### src/power_good_output_clk_pin_defs.svh
// How it works
// - Bits 3:0 hold one latched fault flag per converter phase.
// - Reading fault register clears a flag only while that phase is valid.
// - Clock mode 0 runs internal oscillator, multiplier off; code 3 reserved.
// - Mode 1 keeps multiplier on in standby and active, uses external clock.
// - Mode 2 enables multiplier only when active, uses external clock.
// - Multiplier modes pulse an event when external clock appears or vanishes.
// - Role register bit 7 switches spread-spectrum modulation on or off.
// - Role bits 2:0 pick enable function or general I/O per pin.
// - Bit 6 gates I/O 3 output level with a chosen enable pin.
// - Bit 5 picks first (0) or second (1) enable pin for I/O 3.
// - Bit 4 gates I/O 2 output level with a chosen enable pin.
// - Bit 3 picks first (0) or third (1) enable pin for I/O 2.
// - Drive bits 6:4 choose push-pull or open-drain for I/O 3..1.
// - Drive bits 2:0 set I/O direction; gating only on outputs.
// - Input register bits 2:0 show pin levels; bits 7:3 read zero.
// - Output-level bits 2:0 set driven level of I/O 3..1.
// - Latched mode makes power-good inactive while any fault flag is set.
`ifndef POWER_GOOD_OUTPUT_CLK_PIN_DEFS_SVH
`define POWER_GOOD_OUTPUT_CLK_PIN_DEFS_SVH

`define IDX_FAULT_SRC 6'h2a
`define IDX_CLK_CTRL 6'h2b
`define IDX_PIN_ROLE 6'h2c
`define IDX_PIN_DRIVE 6'h2d
`define IDX_PIN_IN 6'h2e
`define IDX_PIN_OUT 6'h2f
`define IDX_PG_MODE 6'h30

`define CLK_MODE_HI 7
`define CLK_MODE_LO 6
`define EXT_RATE_HI 4
`define SPREAD_BIT 7
`define IO3_GATE_ON_BIT 6
`define IO3_GATE_PICK_BIT 5
`define IO2_GATE_ON_BIT 4
`define IO2_GATE_PICK_BIT 3
`define ROLE_HI 2
`define OD_HI 6
`define OD_LO 4
`define DIR_HI 2
`define PG_MODE_BIT 0

`define RST_CLK_CTRL 8'h00
`define RST_PIN_ROLE 8'h00
`define RST_PIN_OD 3'h0
`define RST_PIN_DIR 3'h0
`define RST_PIN_OUT 3'h0
`define RST_PG_MODE 1'h0
`define RST_FAULT 4'h0

`define RESP_OKAY 2'h0
`define RESP_SLVERR 2'h2

`endif

### src/power_good_output_clk_pin_pkg.sv
package power_good_output_clk_pin_pkg;

  typedef enum logic [1:0] {
    CLK_INTERNAL = 2'b00,
    CLK_MULT_ALWAYS = 2'b01,
    CLK_MULT_ACTIVE = 2'b10,
    CLK_RESERVED = 2'b11
  } clk_mode_t;

  typedef struct packed {
    logic awvalid;
    logic [7:0] awaddr;
    logic wvalid;
    logic [31:0] wdata;
    logic [3:0] wstrb;
    logic bready;
    logic arvalid;
    logic [7:0] araddr;
    logic rready;
  } axil_req_t;

  typedef struct packed {
    logic awready;
    logic wready;
    logic bvalid;
    logic [1:0] bresp;
    logic arready;
    logic rvalid;
    logic [31:0] rdata;
    logic [1:0] rresp;
  } axil_rsp_t;

  typedef struct packed {
    logic multiplier_en;
    logic use_ext_clk;
    logic spread_spectrum_on;
    logic [4:0] external_clock_rate;
  } clk_ctrl_t;

  typedef struct packed {
    logic [2:0] out;
    logic [2:0] oe;
  } pin_drive_t;

endpackage : power_good_output_clk_pin_pkg

### src/level_sync.sv
`timescale 1ns/1ps
module level_sync #(
  parameter int WIDTH = 4
) (
  input wire logic ref_clk_i,
  input wire logic sys_rst_i,
  input wire logic [WIDTH-1:0] async_i,
  output logic [WIDTH-1:0] sync_o
);
  logic [WIDTH-1:0] meta_ff;
  logic [WIDTH-1:0] sync_ff;

  // First stage feeds only the second stage
  always_ff @(posedge ref_clk_i)
  begin
    if (sys_rst_i)
    begin
      meta_ff <= '0;
      sync_ff <= '0;
    end
    else
    begin
      meta_ff <= async_i;
      sync_ff <= meta_ff;
    end
  end

  assign sync_o = sync_ff;
endmodule : level_sync

### src/power_good_output_clock_pin_gpio_regs.sv
`timescale 1ns/1ps
`include "power_good_output_clk_pin_defs.svh"
module power_good_output_clock_pin_gpio_regs #(
  parameter int PHASES = 4,
  parameter int PINS = 3
) (
  input wire logic ref_clk_i,
  input wire logic sys_rst_i,
  input wire power_good_output_clk_pin_pkg::axil_req_t axi_req_i,
  output power_good_output_clk_pin_pkg::axil_rsp_t axi_rsp_o,
  input wire logic [PHASES-1:0] phase_valid_i,
  input wire logic device_active_i,
  input wire logic ext_clk_present_i,
  input wire logic [PINS-1:0] pin_i,
  output power_good_output_clk_pin_pkg::pin_drive_t pin_o,
  output logic [PINS-1:0] enable_level_o,
  output power_good_output_clk_pin_pkg::clk_ctrl_t clk_ctrl_o,
  output logic clk_change_event_o,
  output logic power_good_o
);

  // Register state
  logic [3:0] fault_ff;
  logic [3:0] nxt_fault;
  logic [3:0] prev_valid_ff;
  logic [7:0] clk_ctrl_ff;
  logic [7:0] role_ff;
  logic [2:0] od_ff;
  logic [2:0] dir_ff;
  logic [2:0] out_ff;
  logic pg_mode_ff;
  logic power_good_ff;
  logic ext_prev_ff;
  logic clk_event_ff;
  power_good_output_clk_pin_pkg::clk_ctrl_t clk_out_ff;
  power_good_output_clk_pin_pkg::pin_drive_t pin_drv_ff;
  logic [2:0] enable_ff;

  // Bus slave state
  logic aw_got_ff;
  logic [7:0] awaddr_ff;
  logic w_got_ff;
  logic [31:0] wdata_ff;
  logic [3:0] wstrb_ff;
  logic bvalid_ff;
  logic [1:0] bresp_ff;
  logic rvalid_ff;
  logic [31:0] rdata_ff;
  logic [1:0] rresp_ff;

  // Pin and clock-present synchronisation
  logic [3:0] sync_w;

  level_sync #(
    .WIDTH(4)
  ) u_sync (
    .ref_clk_i(ref_clk_i),
    .sys_rst_i(sys_rst_i),
    .async_i({ext_clk_present_i, pin_i[2:0]}),
    .sync_o(sync_w)
  );

  wire [2:0] pin_sync_w = sync_w[2:0];
  wire ext_sync_w = sync_w[3];

  // AXI4-Lite write path
  wire aw_take_w = axi_req_i.awvalid & ~aw_got_ff & ~bvalid_ff;
  wire w_take_w = axi_req_i.wvalid & ~w_got_ff & ~bvalid_ff;
  wire do_write_w = aw_got_ff & w_got_ff & ~bvalid_ff;
  wire [5:0] wr_idx_w = awaddr_ff[7:2];
  wire wr_lane_w = do_write_w & wstrb_ff[0];
  wire wr_hit_w = (wr_idx_w >= `IDX_FAULT_SRC) & (wr_idx_w <= `IDX_PG_MODE);
  wire wr_clk_w = wr_lane_w & (wr_idx_w == `IDX_CLK_CTRL);
  wire wr_role_w = wr_lane_w & (wr_idx_w == `IDX_PIN_ROLE);
  wire wr_drive_w = wr_lane_w & (wr_idx_w == `IDX_PIN_DRIVE);
  wire wr_out_w = wr_lane_w & (wr_idx_w == `IDX_PIN_OUT);
  wire wr_pg_w = wr_lane_w & (wr_idx_w == `IDX_PG_MODE);

  always_ff @(posedge ref_clk_i)
  begin
    if (sys_rst_i)
    begin
      aw_got_ff <= 1'b0;
      awaddr_ff <= 8'h00;
      w_got_ff <= 1'b0;
      wdata_ff <= 32'h0000_0000;
      wstrb_ff <= 4'h0;
      bvalid_ff <= 1'b0;
      bresp_ff <= `RESP_OKAY;
    end
    else
    begin
      if (aw_take_w)
      begin
        aw_got_ff <= 1'b1;
        awaddr_ff <= axi_req_i.awaddr;
      end
      else if (do_write_w)
        aw_got_ff <= 1'b0;
      if (w_take_w)
      begin
        w_got_ff <= 1'b1;
        wdata_ff <= axi_req_i.wdata;
        wstrb_ff <= axi_req_i.wstrb;
      end
      else if (do_write_w)
        w_got_ff <= 1'b0;
      if (do_write_w)
      begin
        bvalid_ff <= 1'b1;
        bresp_ff <= wr_hit_w ? `RESP_OKAY : `RESP_SLVERR;
      end
      else if (axi_req_i.bready)
        bvalid_ff <= 1'b0;
    end
  end

  // AXI4-Lite read path
  wire ar_take_w = axi_req_i.arvalid & ~rvalid_ff;
  wire [5:0] rd_idx_w = axi_req_i.araddr[7:2];
  wire rd_fault_w = ar_take_w & (rd_idx_w == `IDX_FAULT_SRC);
  wire [7:0] rd_fault_val_w = {4'h0, fault_ff};
  wire [7:0] rd_clk_val_w = {clk_ctrl_ff[7:6], 1'b0, clk_ctrl_ff[4:0]};
  wire [7:0] rd_drive_val_w = {1'b0, od_ff, 1'b0, dir_ff};
  wire [7:0] rd_in_val_w = {5'h00, pin_sync_w};
  wire [7:0] rd_out_val_w = {5'h00, out_ff};
  wire [7:0] rd_pg_val_w = {7'h00, pg_mode_ff};
  wire rd_hit_w = (rd_idx_w >= `IDX_FAULT_SRC) & (rd_idx_w <= `IDX_PG_MODE);
  wire [7:0] rd_mux_w =
    (rd_idx_w == `IDX_FAULT_SRC) ? rd_fault_val_w :
    (rd_idx_w == `IDX_CLK_CTRL) ? rd_clk_val_w :
    (rd_idx_w == `IDX_PIN_ROLE) ? role_ff :
    (rd_idx_w == `IDX_PIN_DRIVE) ? rd_drive_val_w :
    (rd_idx_w == `IDX_PIN_IN) ? rd_in_val_w :
    (rd_idx_w == `IDX_PIN_OUT) ? rd_out_val_w :
    (rd_idx_w == `IDX_PG_MODE) ? rd_pg_val_w : 8'h00;

  always_ff @(posedge ref_clk_i)
  begin
    if (sys_rst_i)
    begin
      rvalid_ff <= 1'b0;
      rdata_ff <= 32'h0000_0000;
      rresp_ff <= `RESP_OKAY;
    end
    else if (ar_take_w)
    begin
      rvalid_ff <= 1'b1;
      rdata_ff <= {24'h00_0000, rd_mux_w};
      rresp_ff <= rd_hit_w ? `RESP_OKAY : `RESP_SLVERR;
    end
    else if (axi_req_i.rready)
      rvalid_ff <= 1'b0;
  end

  assign axi_rsp_o.awready = ~aw_got_ff & ~bvalid_ff;
  assign axi_rsp_o.wready = ~w_got_ff & ~bvalid_ff;
  assign axi_rsp_o.bvalid = bvalid_ff;
  assign axi_rsp_o.bresp = bresp_ff;
  assign axi_rsp_o.arready = ~rvalid_ff;
  assign axi_rsp_o.rvalid = rvalid_ff;
  assign axi_rsp_o.rdata = rdata_ff;
  assign axi_rsp_o.rresp = rresp_ff;

  // Software registers
  always_ff @(posedge ref_clk_i)
  begin
    if (sys_rst_i)
    begin
      clk_ctrl_ff <= `RST_CLK_CTRL;
      role_ff <= `RST_PIN_ROLE;
      od_ff <= `RST_PIN_OD;
      dir_ff <= `RST_PIN_DIR;
      out_ff <= `RST_PIN_OUT;
      pg_mode_ff <= `RST_PG_MODE;
    end
    else
    begin
      // Rate codes 18h..1Fh are stored as written; software keeps them out
      if (wr_clk_w)
        clk_ctrl_ff <= wdata_ff[7:0];
      if (wr_role_w)
        role_ff <= wdata_ff[7:0];
      if (wr_drive_w)
      begin
        od_ff <= wdata_ff[`OD_HI:`OD_LO];
        dir_ff <= wdata_ff[`DIR_HI:0];
      end
      if (wr_out_w)
        out_ff <= wdata_ff[2:0];
      if (wr_pg_w)
        pg_mode_ff <= wdata_ff[`PG_MODE_BIT];
    end
  end

  // Fault-source flags
  wire [3:0] drop_w = prev_valid_ff & ~phase_valid_i;
  wire [3:0] clr_w = rd_fault_w ? phase_valid_i : 4'h0;

  // Set ORed after clear so a drop during a read survives
  assign nxt_fault = drop_w | (fault_ff & ~clr_w);

  always_ff @(posedge ref_clk_i)
  begin
    if (sys_rst_i)
    begin
      fault_ff <= `RST_FAULT;
      prev_valid_ff <= 4'h0;
      power_good_ff <= 1'b0;
    end
    else
    begin
      fault_ff <= nxt_fault;
      prev_valid_ff <= phase_valid_i;
      power_good_ff <= pg_mode_ff ? ~|fault_ff : &phase_valid_i;
    end
  end

  assign power_good_o = power_good_ff;

  // Switching clock source selection
  power_good_output_clk_pin_pkg::clk_mode_t mode_w;
  logic mult_en_w;
  logic mult_mode_w;

  assign mode_w = power_good_output_clk_pin_pkg::clk_mode_t'(clk_ctrl_ff[`CLK_MODE_HI:`CLK_MODE_LO]);

  always_comb
  begin
    mult_en_w = 1'b0;
    mult_mode_w = 1'b0;
    unique case (mode_w)
      // Reserved code falls back to the safe internal oscillator
      power_good_output_clk_pin_pkg::CLK_INTERNAL, power_good_output_clk_pin_pkg::CLK_RESERVED:
      begin
        mult_en_w = 1'b0;
        mult_mode_w = 1'b0;
      end
      power_good_output_clk_pin_pkg::CLK_MULT_ALWAYS:
      begin
        mult_en_w = 1'b1;
        mult_mode_w = 1'b1;
      end
      power_good_output_clk_pin_pkg::CLK_MULT_ACTIVE:
      begin
        mult_en_w = device_active_i;
        mult_mode_w = 1'b1;
      end
    endcase
  end

  wire ext_change_w = ext_sync_w ^ ext_prev_ff;

  always_ff @(posedge ref_clk_i)
  begin
    if (sys_rst_i)
    begin
      ext_prev_ff <= 1'b0;
      clk_event_ff <= 1'b0;
      clk_out_ff <= '0;
    end
    else
    begin
      ext_prev_ff <= ext_sync_w;
      clk_event_ff <= mult_mode_w & ext_change_w;
      clk_out_ff.multiplier_en <= mult_en_w;
      clk_out_ff.use_ext_clk <= mult_en_w & ext_sync_w;
      clk_out_ff.spread_spectrum_on <= role_ff[`SPREAD_BIT];
      clk_out_ff.external_clock_rate <= clk_ctrl_ff[`EXT_RATE_HI:0];
    end
  end

  assign clk_ctrl_o = clk_out_ff;
  assign clk_change_event_o = clk_event_ff;

  // Pin multiplexing and drive
  wire io3_gate_w = role_ff[`IO3_GATE_PICK_BIT] ? pin_sync_w[1] : pin_sync_w[0];
  wire io2_gate_w = role_ff[`IO2_GATE_PICK_BIT] ? pin_sync_w[2] : pin_sync_w[0];
  wire [2:0] level_w;
  wire [2:0] driving_w = role_ff[`ROLE_HI:0] & dir_ff;

  assign level_w[0] = out_ff[0];
  assign level_w[1] = out_ff[1] & (~role_ff[`IO2_GATE_ON_BIT] | io2_gate_w);
  assign level_w[2] = out_ff[2] & (~role_ff[`IO3_GATE_ON_BIT] | io3_gate_w);

  always_ff @(posedge ref_clk_i)
  begin
    if (sys_rst_i)
    begin
      pin_drv_ff <= '0;
      enable_ff <= 3'h0;
    end
    else
    begin
      // Open-drain only pulls low, never drives high
      pin_drv_ff.oe <= driving_w & (~od_ff | ~level_w);
      pin_drv_ff.out <= level_w & ~od_ff;
      enable_ff <= pin_sync_w & ~role_ff[`ROLE_HI:0];
    end
  end

  assign pin_o = pin_drv_ff;
  assign enable_level_o = enable_ff;

  property p_fault_set;
    @(posedge ref_clk_i) disable iff (sys_rst_i)
      (drop_w != 4'h0) |=> ((fault_ff & $past(drop_w)) == $past(drop_w));
  endproperty
  a_fault_set: assert property (p_fault_set)
    else $error("fault flag not set on phase drop");
  property p_fault_clear;
    @(posedge ref_clk_i) disable iff (sys_rst_i)
      (rd_fault_w && ((phase_valid_i & prev_valid_ff) != 4'h0))
        |=> ((fault_ff & $past(phase_valid_i & prev_valid_ff)) == 4'h0);
  endproperty
  a_fault_clear: assert property (p_fault_clear)
    else $error("fault flag not cleared by read while valid");
  property p_fault_hold;
    @(posedge ref_clk_i) disable iff (sys_rst_i)
      ((fault_ff & ~phase_valid_i) != 4'h0)
        |=> ((fault_ff & $past(fault_ff & ~phase_valid_i)) == $past(fault_ff & ~phase_valid_i));
  endproperty
  a_fault_hold: assert property (p_fault_hold)
    else $error("fault flag lost while phase invalid");
  property p_internal_mode;
    @(posedge ref_clk_i) disable iff (sys_rst_i)
      (clk_ctrl_ff[7:6] == 2'h0) ##1 (clk_ctrl_ff[7:6] == 2'h0)
        |-> (!clk_ctrl_o.multiplier_en && !clk_ctrl_o.use_ext_clk);
  endproperty
  a_internal_mode: assert property (p_internal_mode)
    else $error("multiplier on in internal mode");
  property p_mode_always;
    @(posedge ref_clk_i) disable iff (sys_rst_i)
      (clk_ctrl_ff[7:6] == 2'h1 && ext_sync_w) |=> (clk_ctrl_o.use_ext_clk && clk_ctrl_o.multiplier_en);
  endproperty
  a_mode_always: assert property (p_mode_always)
    else $error("external clock not used in mode 1");
  property p_mode_active;
    @(posedge ref_clk_i) disable iff (sys_rst_i)
      (clk_ctrl_ff[7:6] == 2'h2) |=> (clk_ctrl_o.multiplier_en == $past(device_active_i));
  endproperty
  a_mode_active: assert property (p_mode_active)
    else $error("multiplier not following active state in mode 2");
  property p_clk_event;
    @(posedge ref_clk_i) disable iff (sys_rst_i)
      ($changed(ext_sync_w) && clk_ctrl_ff[7:6] != 2'h0 && clk_ctrl_ff[7:6] != 2'h3)
        ##1 (1'b1) |-> clk_change_event_o;
  endproperty
  a_clk_event: assert property (p_clk_event)
    else $error("no event on external clock change");
  property p_io3_gate;
    @(posedge ref_clk_i) disable iff (sys_rst_i)
      (driving_w[2] && !od_ff[2] && role_ff[6] && !io3_gate_w) |=> !pin_o.out[2];
  endproperty
  a_io3_gate: assert property (p_io3_gate)
    else $error("io3 driven high with gating pin low");
  property p_pg_latched;
    @(posedge ref_clk_i) disable iff (sys_rst_i)
      (pg_mode_ff && fault_ff != 4'h0) |=> !power_good_o;
  endproperty
  a_pg_latched: assert property (p_pg_latched)
    else $error("power good active with fault latched");

endmodule : power_good_output_clock_pin_gpio_regs

### config.mk
export PLATFORM = sky130hd
export DESIGN_NAME = power_good_output_clock_pin_gpio_regs
export DESIGN_NICKNAME = d
export VERILOG_FILES = /design/src/power_good_output_clk_pin_pkg.sv /design/src/level_sync.sv /design/src/power_good_output_clock_pin_gpio_regs.sv
export VERILOG_INCLUDE_DIRS = /design/src
export SDC_FILE = /design/constraint.sdc
export NUM_CORES = 1
export LEC_CHECK = 0
export BUFFER_PORTS_ARGS = -buffer_cell sky130_fd_sc_hd__buf_2
export CAP_MARGIN = 10
export CORE_ASPECT_RATIO = 0.75
export CORE_MARGIN = 5
export CORE_UTILIZATION = 50
export DETAILED_ROUTE_END_ITERATION = 6
export GPL_TIMING_DRIVEN = 0
export PLACE_DENSITY = 0.91
export SLEW_MARGIN = 15
export SYNTH_ARGS = -nofsm -noshare
export SYNTH_HDL_FRONTEND = slang
export SYNTH_SLANG_ARGS = --single-unit
### constraint.sdc
create_clock -name ref_clk_i -period 1.7 [get_ports ref_clk_i]
set_input_delay 0.34 -clock ref_clk_i [delete_from_list [all_inputs] [get_ports ref_clk_i]]
set_output_delay 0.34 -clock ref_clk_i [all_outputs]
set_load 0.005 [all_outputs]
-- Word-level counts from Yosys, hierarchy flattened
Cells that the tools add are included.
- logic and storage cells: 125
- register bits: 95
- $lt $le $gt $ge: 4
- bitwise logic cells: 44
- reductions and logical operators: 10
- mux-type cells: 22
- equality and inequality tests: 15
- operator list (operator ; number):
    $eq 6x6->1 const B ; 12
    $mux 8 ; 3
    $and 1x1->1 ; 22
    $and 3x3->3 ; 4
    $ge 6x6->1 const B ; 2
    $le 6x6->1 const B ; 2
    $mux 1 ; 11
    $not 3->3 ; 3
    $and 4x4->4 ; 2
    $not 4->4 ; 2
    $reduce_bool 2->1 ; 4
    $mux 7 ; 1
    $mux 3 ; 2
    $not 1->1 ; 6
    $eq 2x2->1 const B ; 2
    $mux 2 ; 2
    $mux 4 ; 1
    $or 4x4->4 ; 1
    $reduce_and 4->1 ; 1
    $reduce_or 2->1 ; 2
    $reduce_or 4->1 ; 1
    $or 3x3->3 ; 1
    $pmux 1 s3 ; 1
    $eq 2x1->1 const B ; 1
    5 further kinds ; 6

-- Logic depth before layout (Yosys ltp)
Gate-level depths: netlist of the first run.
- depth in word-level cells: 8
- mapped depth: 5
- mapped depth without buffers: 5

-- Modules after synthesis
A second synthesis of the first run with hierarchy kept.
- cell total of the unflattened synthesis: 403
- area total of the unflattened synthesis: 3737.3 um^2
- modules (own cells, without submodules) (module ; cells each ; area each (um^2) ; times used):
    power_good_output_clock_pin_gpio_regs ; 387 ; 3527.1 ; 1
    level_sync ; 16 ; 210.2 ; 1

-- Worst setup path after synthesis of the first run
No wires, ideal clock.
- path kind: reg-to-reg
- start: register awaddr_ff[6]
- end: register role_ff[0]
- library setup time: 0.128 ns
- setup slack: 0.143 ns
- data arrival time: 1.429 ns
- clock period less this slack: 1.557 ns
- cell stages (with the launch flop): 6
- required time: 1.572 ns
- cell sequence: dfxtp_1 > nand2b_1 > buf_4 > nor4_4 > mux2i_1 > nor2_1
- cells in the longest elaborated chain, start to end: 2
- ends and longest elaborated chain (element ; RTL line ; text):
    start: declaration ; power_good_output_clock_pin_gpio_regs.sv:41 ; logic [7:0] awaddr_ff;
    start signal: assignment ; power_good_output_clock_pin_gpio_regs.sv:96 ; awaddr_ff <= axi_req_i.awaddr;
    $eq 6x6->1 (no source line) ; n/a ;
    $and 1x1->1 ; power_good_output_clock_pin_gpio_regs.sv:74 ; wire wr_role_w = wr_lane_w & (wr_idx_w == `IDX_PIN_ROLE);
    end signal: assignment ; power_good_output_clock_pin_gpio_regs.sv:171 ; role_ff <= `RST_PIN_ROLE;
    end signal: assignment ; power_good_output_clock_pin_gpio_regs.sv:183 ; role_ff <= wdata_ff[7:0];
    end: declaration ; power_good_output_clock_pin_gpio_regs.sv:27 ; logic [7:0] role_ff;
No other way between the ends.
A chain may end at the register's enable or synchronous reset.

-- Final worst setup path of the first run
- start: register rvalid_ff
- end: register rdata_ff[0]
- cells in the longest elaborated chain, start to end: 2
- ends and longest elaborated chain (element ; RTL line ; text):
    start: declaration ; power_good_output_clock_pin_gpio_regs.sv:47 ; logic rvalid_ff;
    start signal: assignment ; power_good_output_clock_pin_gpio_regs.sv:142 ; rvalid_ff <= 1'b0;
    start signal: assignment ; power_good_output_clock_pin_gpio_regs.sv:148 ; rvalid_ff <= 1'b1;
    start signal: assignment ; power_good_output_clock_pin_gpio_regs.sv:153 ; rvalid_ff <= 1'b0;
    $not 1->1 ; power_good_output_clock_pin_gpio_regs.sv:119 ; wire ar_take_w = axi_req_i.arvalid & ~rvalid_ff;
    $and 1x1->1 ; power_good_output_clock_pin_gpio_regs.sv:119 ;
    end signal: assignment ; power_good_output_clock_pin_gpio_regs.sv:149 ; rdata_ff <= {24'h00_0000, rd_mux_w};
    end: declaration ; power_good_output_clock_pin_gpio_regs.sv:48 ; logic [31:0] rdata_ff;
No other way between the ends.

==> results of run 1 <==
registers in the layout, indices dropped and copies added, names as in the netlist, 3 cells and up:
name and flops:
awaddr_ff 6, clk_ctrl_ff 7, clk_ctrl_o 8, dir_ff 3, enable_level_o 3, fault_ff 4, od_ff 3, out_ff 3
pin_o 6, prev_valid_ff 4, rdata_ff 8, role_ff 8, u_sync.meta_ff 4, u_sync.sync_o 4, wdata_ff 8
synth_stat cells:
master and count:
dfxtp_1 90, nor2_1 43, nand2_1 41, mux2i_1 39
buf_4 29, a21oi_1 28, nor2b_1 18, clkbuf_1 14
inv_1 12, a211oi_1 7, nor3b_1 6, nor3_1 5
a22o_1 4, mux2_2 4, nand2b_1 4, o21ai_0 4
and2_1 3, and3b_1 3, nand3_1 3, nand4_1 3
nor4_1 3, nor4_4 3, a311oi_1 2, buf_2 2
ha_1 2, nand3b_1 2, o2111ai_1 2, o2bb2ai_1 2
o31ai_1 2, a21o_1 1, a221o_1 1, a22oi_1 1
a2bb2oi_1 1, a31oi_1 1, a32oi_1 1, buf_1 1
conb_1 1, nand3b_4 1, nor4_2 1, nor4b_1 1
or2_4 1, or2b_1 1, or4_1 1, xnor2_1 1
path summary, 6_finish.rpt:
path,startpoint,end,slack [ns],cells after the start
hold / removal,axi_req_i[0],rvalid_ff$_SDFFE_PP0P_,0.16,2
setup reg to reg,rvalid_ff$_SDFFE_PP0P_,rdata_ff[0]$_SDFFE_PP0P_,0.12,5
setup / recovery,rvalid_ff$_SDFFE_PP0P_,rdata_ff[0]$_SDFFE_PP0P_,0.12,5
hold reg to reg,u_sync.meta_ff[0]$_SDFF_PP0_,u_sync.sync_o[0]$_SDFF_PP0_,0.44,1
routing by layer:
metal	share of wire, %	routed length (microns)	vias to the layer above
li1	-	-	1519
met1	45	4120	1397
met2	45	4069	131
met3	8.1	739	14
met4	1.6	141	0
met5	0	0	-
what timing repair did:
item,in CTS,in global routing
setup buffers,2,1
gates resized for setup,0,2
setup endpoints to repair,15,10
pin swaps,2,1
worst max-delay path, stage by stage (launching register included):
cell       delay, ns
dfxtp_1         0.35
nor2b_1         0.17
clkbuf_1        0.32
nand2_1         0.15
or4_1           0.42
o2111ai_1       0.10
metrics by stage:
stage                     util, %  setup slack (ns)  instance area [sq um]  total power, mW  setup TNS (ns)
after CTS                   62.28          0.005481                   4544            4.091               0
final                       62.59            0.1240                   4567            4.082               0
after floorplan                 -            0.1432                   3826            2.516               0
after global placement      58.97          -0.05257                   4303            2.638         -0.5380
after detailed placement    58.97           -0.1328                   4303            2.654          -1.460
after global routing        62.59           0.01327                   4567            4.253               0
kinds of logic after synthesis:
family                     count (synthesis)  synth area share (%)
xor gates and xnor gates                   1                0.2347
AOI/OAI and AO/OA                         57                 9.756
buffers and inverters                     58                 8.816
muxes                                     43                 11.67
DFF                                       90                 48.27
adders and majority gates                  2                0.6704
other                                      1                0.1005
and+or+nand+nor                          143                 20.48
report_power, final:
part           switching, mW  internal [mW]
Sequential            0.0587           2.17
Combinational          0.211          0.179
Clock                  0.775          0.691
Total                   1.05           3.04
final cells by class:
type                            count  area, sq um
Buffer                             46        284.0
Clock buffer                        9        123.9
Clock inverter                      7        77.57
Fill cell                         622         2730
Inverter                           12        45.04
Multi-Input combinational cell    272         1710
Sequential cell                    90         1802
Tap cell                          101        126.4
Timing Repair Buffer               73        397.9
==> flow_metrics.tcl, run 1 <==
set metrics [dict create \
    outcome "complete, no violations" \
    core-area_sq_um 7297 \
    drcViolationCount 0 \
    finalSetupViolations 0 \
    cts_buffer_depth 2 \
    cts_inserted_buffers 9 \
    synth_seq_cells 90 \
    grt_overflow 0 \
    port_buffers 70 \
    grt_max_degree 17 \
    final_antenna_net_count 0 \
    grt_pass1_vias 2972 \
    gr-usage-met2_pct 29.64 \
    syn_to_final_growth_pct 22.36 \
    yosys.area.top_type_share_pct 48.27 \
    cts_root_buf "clkbuf_8" \
    yosysUniqueCellTypes 44 \
    groute.usage.overall_pct 19.90 \
    hp-class "input port to flop" \
    htreeDepth 3 \
    finalNonFillerCells 610 \
    holdWs_ns 0.1576 \
    ir_drop_mv 0.6404 \
    tightest_slew_ns 0.6411 \
    hold_violations 0 \
    end_kind "flop" \
    fin_nets 574 \
    syn_avg_cell_area_sq_um 9.449 \
    globalplace.congestion 0.9302 \
    use_met3_pct 5.932 \
    dieWidth_microns 109.8 \
    relSlewSlack_pct 57.26 \
    grt_pass1_wl_microns 14430 \
    period_needed_ns 1.576 \
    wl_per_cell_microns 14.87 \
    dieHeight_microns 84.83 \
    cts_sinks 90 \
    drt-initial-drc-count 182 \
    synth.cell_area_sq_um 3732 \
    synthTopCellsByArea "dfxtp_1, mux2i_1, buf_4, nor2_1, nand2_1" \
    clk_latency_ns 0.36 \
    maxCapViolations 0 \
    fp.dieArea_sq_um 9311 \
    syn_inst 395 \
    mostFrequentLayoutCells "dfxtp_1, buf_2, nor2_1" \
    crit_type "flop to flop" \
    critPathMaxFanout 9 \
    drive_above_1_share_pct 25.74 \
    rsz0062_at_grt "no" \
    yosys.area.top_type "dfxtp_1" \
    antenna_found_initial 0 \
    dp_hpwl_microns 7026 \
    diodes 0 \
    wirelength_microns 9069 \
    required_ns 2.00 \
    placed_cells 591 \
    total_leakage_power_nw 1.991 \
    start_kind "flop" \
    cts_tree "built" \
    busiest_layer "met2" \
    final_common_cell "dfxtp_1" \
    first_pass_iters 5 \
    start_util_pct 51.15 \
    arrival_ns 1.87 \
    row_count 27 \
    clk_pin_slew_ns 0.09 \
    p_per_area_nw_per_um2 893.8 \
    period_share_pct 92.71 \
    skew_ns 0.009889 \
    slew_viol_final 0 \
    grt_use_met1_pct 27.24 \
    vias_per_cell 5.018 \
    fmax_ghz 0.6345 \
    synth-seq-area-share_pct 48.27 \
    hold_buffers 0 \
    via_count 3061 \
    yosysWarnings 0 \
    num_io_pins 128 \
]
Power figures use the tool's default switching activity.
==> run 2, diff against run 1 <==
- CORE_UTILIZATION: 50 -> 35
- PLACE_DENSITY: 0.91 -> 0.7
==> run 2 against run 1 <==
Worst setup slack worse by 0.021 ns. Clock skew hardly changed. Die area grew 38%. Critical path depth increased by 1. Clock power increased by 56%. Clock-buffer cell count increased by 1. Total power up 20%. Maximum frequency down 1.3%. Global-route usage shrank 5.1 points. Highest routed layer unchanged.
==> flow_metrics.tcl, run 2 (same netlist as run 1, synthesis figures left out) <==
set metrics [dict create \
    first_pass_iters 4 \
    grt_max_degree 16 \
    outcome "complete, no violations" \
    grt_pass1_wl_microns 14860 \
    hold_buffers 0 \
    syn_to_final_growth_pct 27.12 \
    end_kind "flop" \
    critPathMaxFanout 8 \
    dp_hpwl_microns 7084 \
    row_count 32 \
    maxCapViolations 0 \
    hold_violations 0 \
    critical_path.most_common_cell "buf_2" \
    dieWidth_microns 129.2 \
    relSlewSlack_pct 53.37 \
    tightest_slew_ns 0.6995 \
    cts_root_buf "clkbuf_16" \
    htreeDepth 3 \
    drive_above_1_share_pct 25.54 \
    crit_type "input port to flop" \
    cts_inserted_buffers 9 \
    worstSetupStartpoint "axi_req_i[7]" \
    cts_buffer_depth 2 \
    fin_area_sq_um 4745 \
    finalSetupViolations 0 \
    fp.dieArea_sq_um 12850 \
    finalNonFillerCells 645 \
    final_antenna_net_count 0 \
    grt_pass1_vias 2988 \
    clk_pin_slew_ns 0.07 \
    start_kind "input port" \
    diodes 0 \
    skew_ns 0.009515 \
    slowest_delay_ns 0.58 \
    hp-class "input port to flop" \
    mostFrequentLayoutCells "dfxtp_1, buf_2, nor2_1" \
    rsz0062_at_grt "no" \
    num_io_pins 128 \
    total_leakage_power_nw 2.045 \
    period_share_pct 93.97 \
    slew_viol_final 0 \
    period_needed_ns 1.597 \
    cp_slowest_cell "nor3_1" \
    required_ns 1.89 \
    antenna_found_initial 0 \
    holdWs_ns 0.1788 \
    port_buffers 70 \
    globalplace.congestion 0.8873 \
    clk_latency_ns 0.34 \
    start_util_pct 35.99 \
    worstReg2RegStart "bvalid_ff$_SDFFE_PP0P_" \
    ctsResizeCount 0 \
    dieHeight_microns 99.43 \
    arrival_ns 1.79 \
    grt_overflow 0 \
    crit_chain "buf_2 > and3b_1 > buf_2 > nand3b_1 > nor3_1 > a211oi_1" \
    wl_per_cell_microns 14.64 \
    fin_nets 574 \
    drcViolationCount 0 \
    hold_start "axi_req_i[0]" \
    fmax_ghz 0.6260 \
    cts_tree "built" \
    cts_sinks 90 \
    final_common_cell "dfxtp_1" \
    core-area_sq_um 10370 \
    drt-initial-drc-count 183 \
    placed_cells 626 \
    groute.usage.overall_pct 14.80 \
    vias_per_cell 4.753 \
    via_count 3066 \
    ir_drop_mv 0.6046 \
    p_per_area_nw_per_um2 1035 \
    p_total_mw 4.912 \
    place_area_sq_um 4347 \
    wirelength_microns 9445 \
]
## run 2: cell count changes in the layout (fill, tap and decap cells not counted), moves of 2 or more
cell       change
bufinv_16      +2
clkbuf_16      +9
clkbuf_8       -8
clkinv_4       -2
## run 2: what timing repair did
| item | CTS | global route |
|---|---|---|
| pin swaps | 2 | 1 |
| setup buffers | 2 | 1 |
| setup endpoints to repair | 16 | 6 |
## run 2: area by class of cell
class,count,area (sq um)
Timing Repair Buffer,73,397.9
Clock inverter,6,111.4
Tap cell,136,170.2
Buffer,46,284.0
Fill cell,1003,5625
Multi-Input combinational cell,272,1695
Sequential cell,90,1802
Inverter,12,45.04
Clock buffer,10,239.0
## run 2: worst paths after layout
| check | end | cells past startpoint | slack [ns] |
|---|---|---|---|
| worst max-delay path | fault_ff[1]$_SDFF_PP0_ | 6 | 0.10 |
| worst min-delay path | rvalid_ff$_SDFFE_PP0P_ | 2 | 0.18 |
| worst min register to register | u_sync.sync_o[1]$_SDFF_PP0_ | 1 | 0.43 |
| worst max register to register | out_ff[0]$_SDFFE_PP0P_ | 4 | 0.11 |
## run 2: critical path: cells and delay by family
kind                   cells  cell delay [ns]
AO/OA/AOI/OAI              1             0.17
buffers and inverters      2             0.30
AND/OR/NAND/NOR            3             0.97
## run 2: through the flow
stage               setup slack, ns  setup TNS (ns)  util (%)
floorplan                    0.1432               0         -
global placement            -0.1084          -1.505     41.92
detailed placement          -0.1649          -2.167     41.92
CTS                        0.004437               0     45.68
global route              0.0003979               0     45.75
finish                       0.1025               0     45.75
## run 2: routing by layer
| layer | vias up | share of wire, % | global-route usage [%] |
|---|---|---|---|
| met2 | 94 | 46 | 22.61 |
| li1 | 1512 | - | - |
| met3 | 17 | 7.6 | 5.260 |
| met5 | - | 0 | 0 |
| met4 | 0 | 2.1 | 5.811 |
| met1 | 1443 | 44 | 19.13 |
## run 2: power by group
group	internal [mW]	switching (mW)	total (mW)
clock network	1.48	0.825	2.30
logic	0.178	0.207	0.385
registers	2.17	0.0552	2.22
total	3.82	1.09	4.91
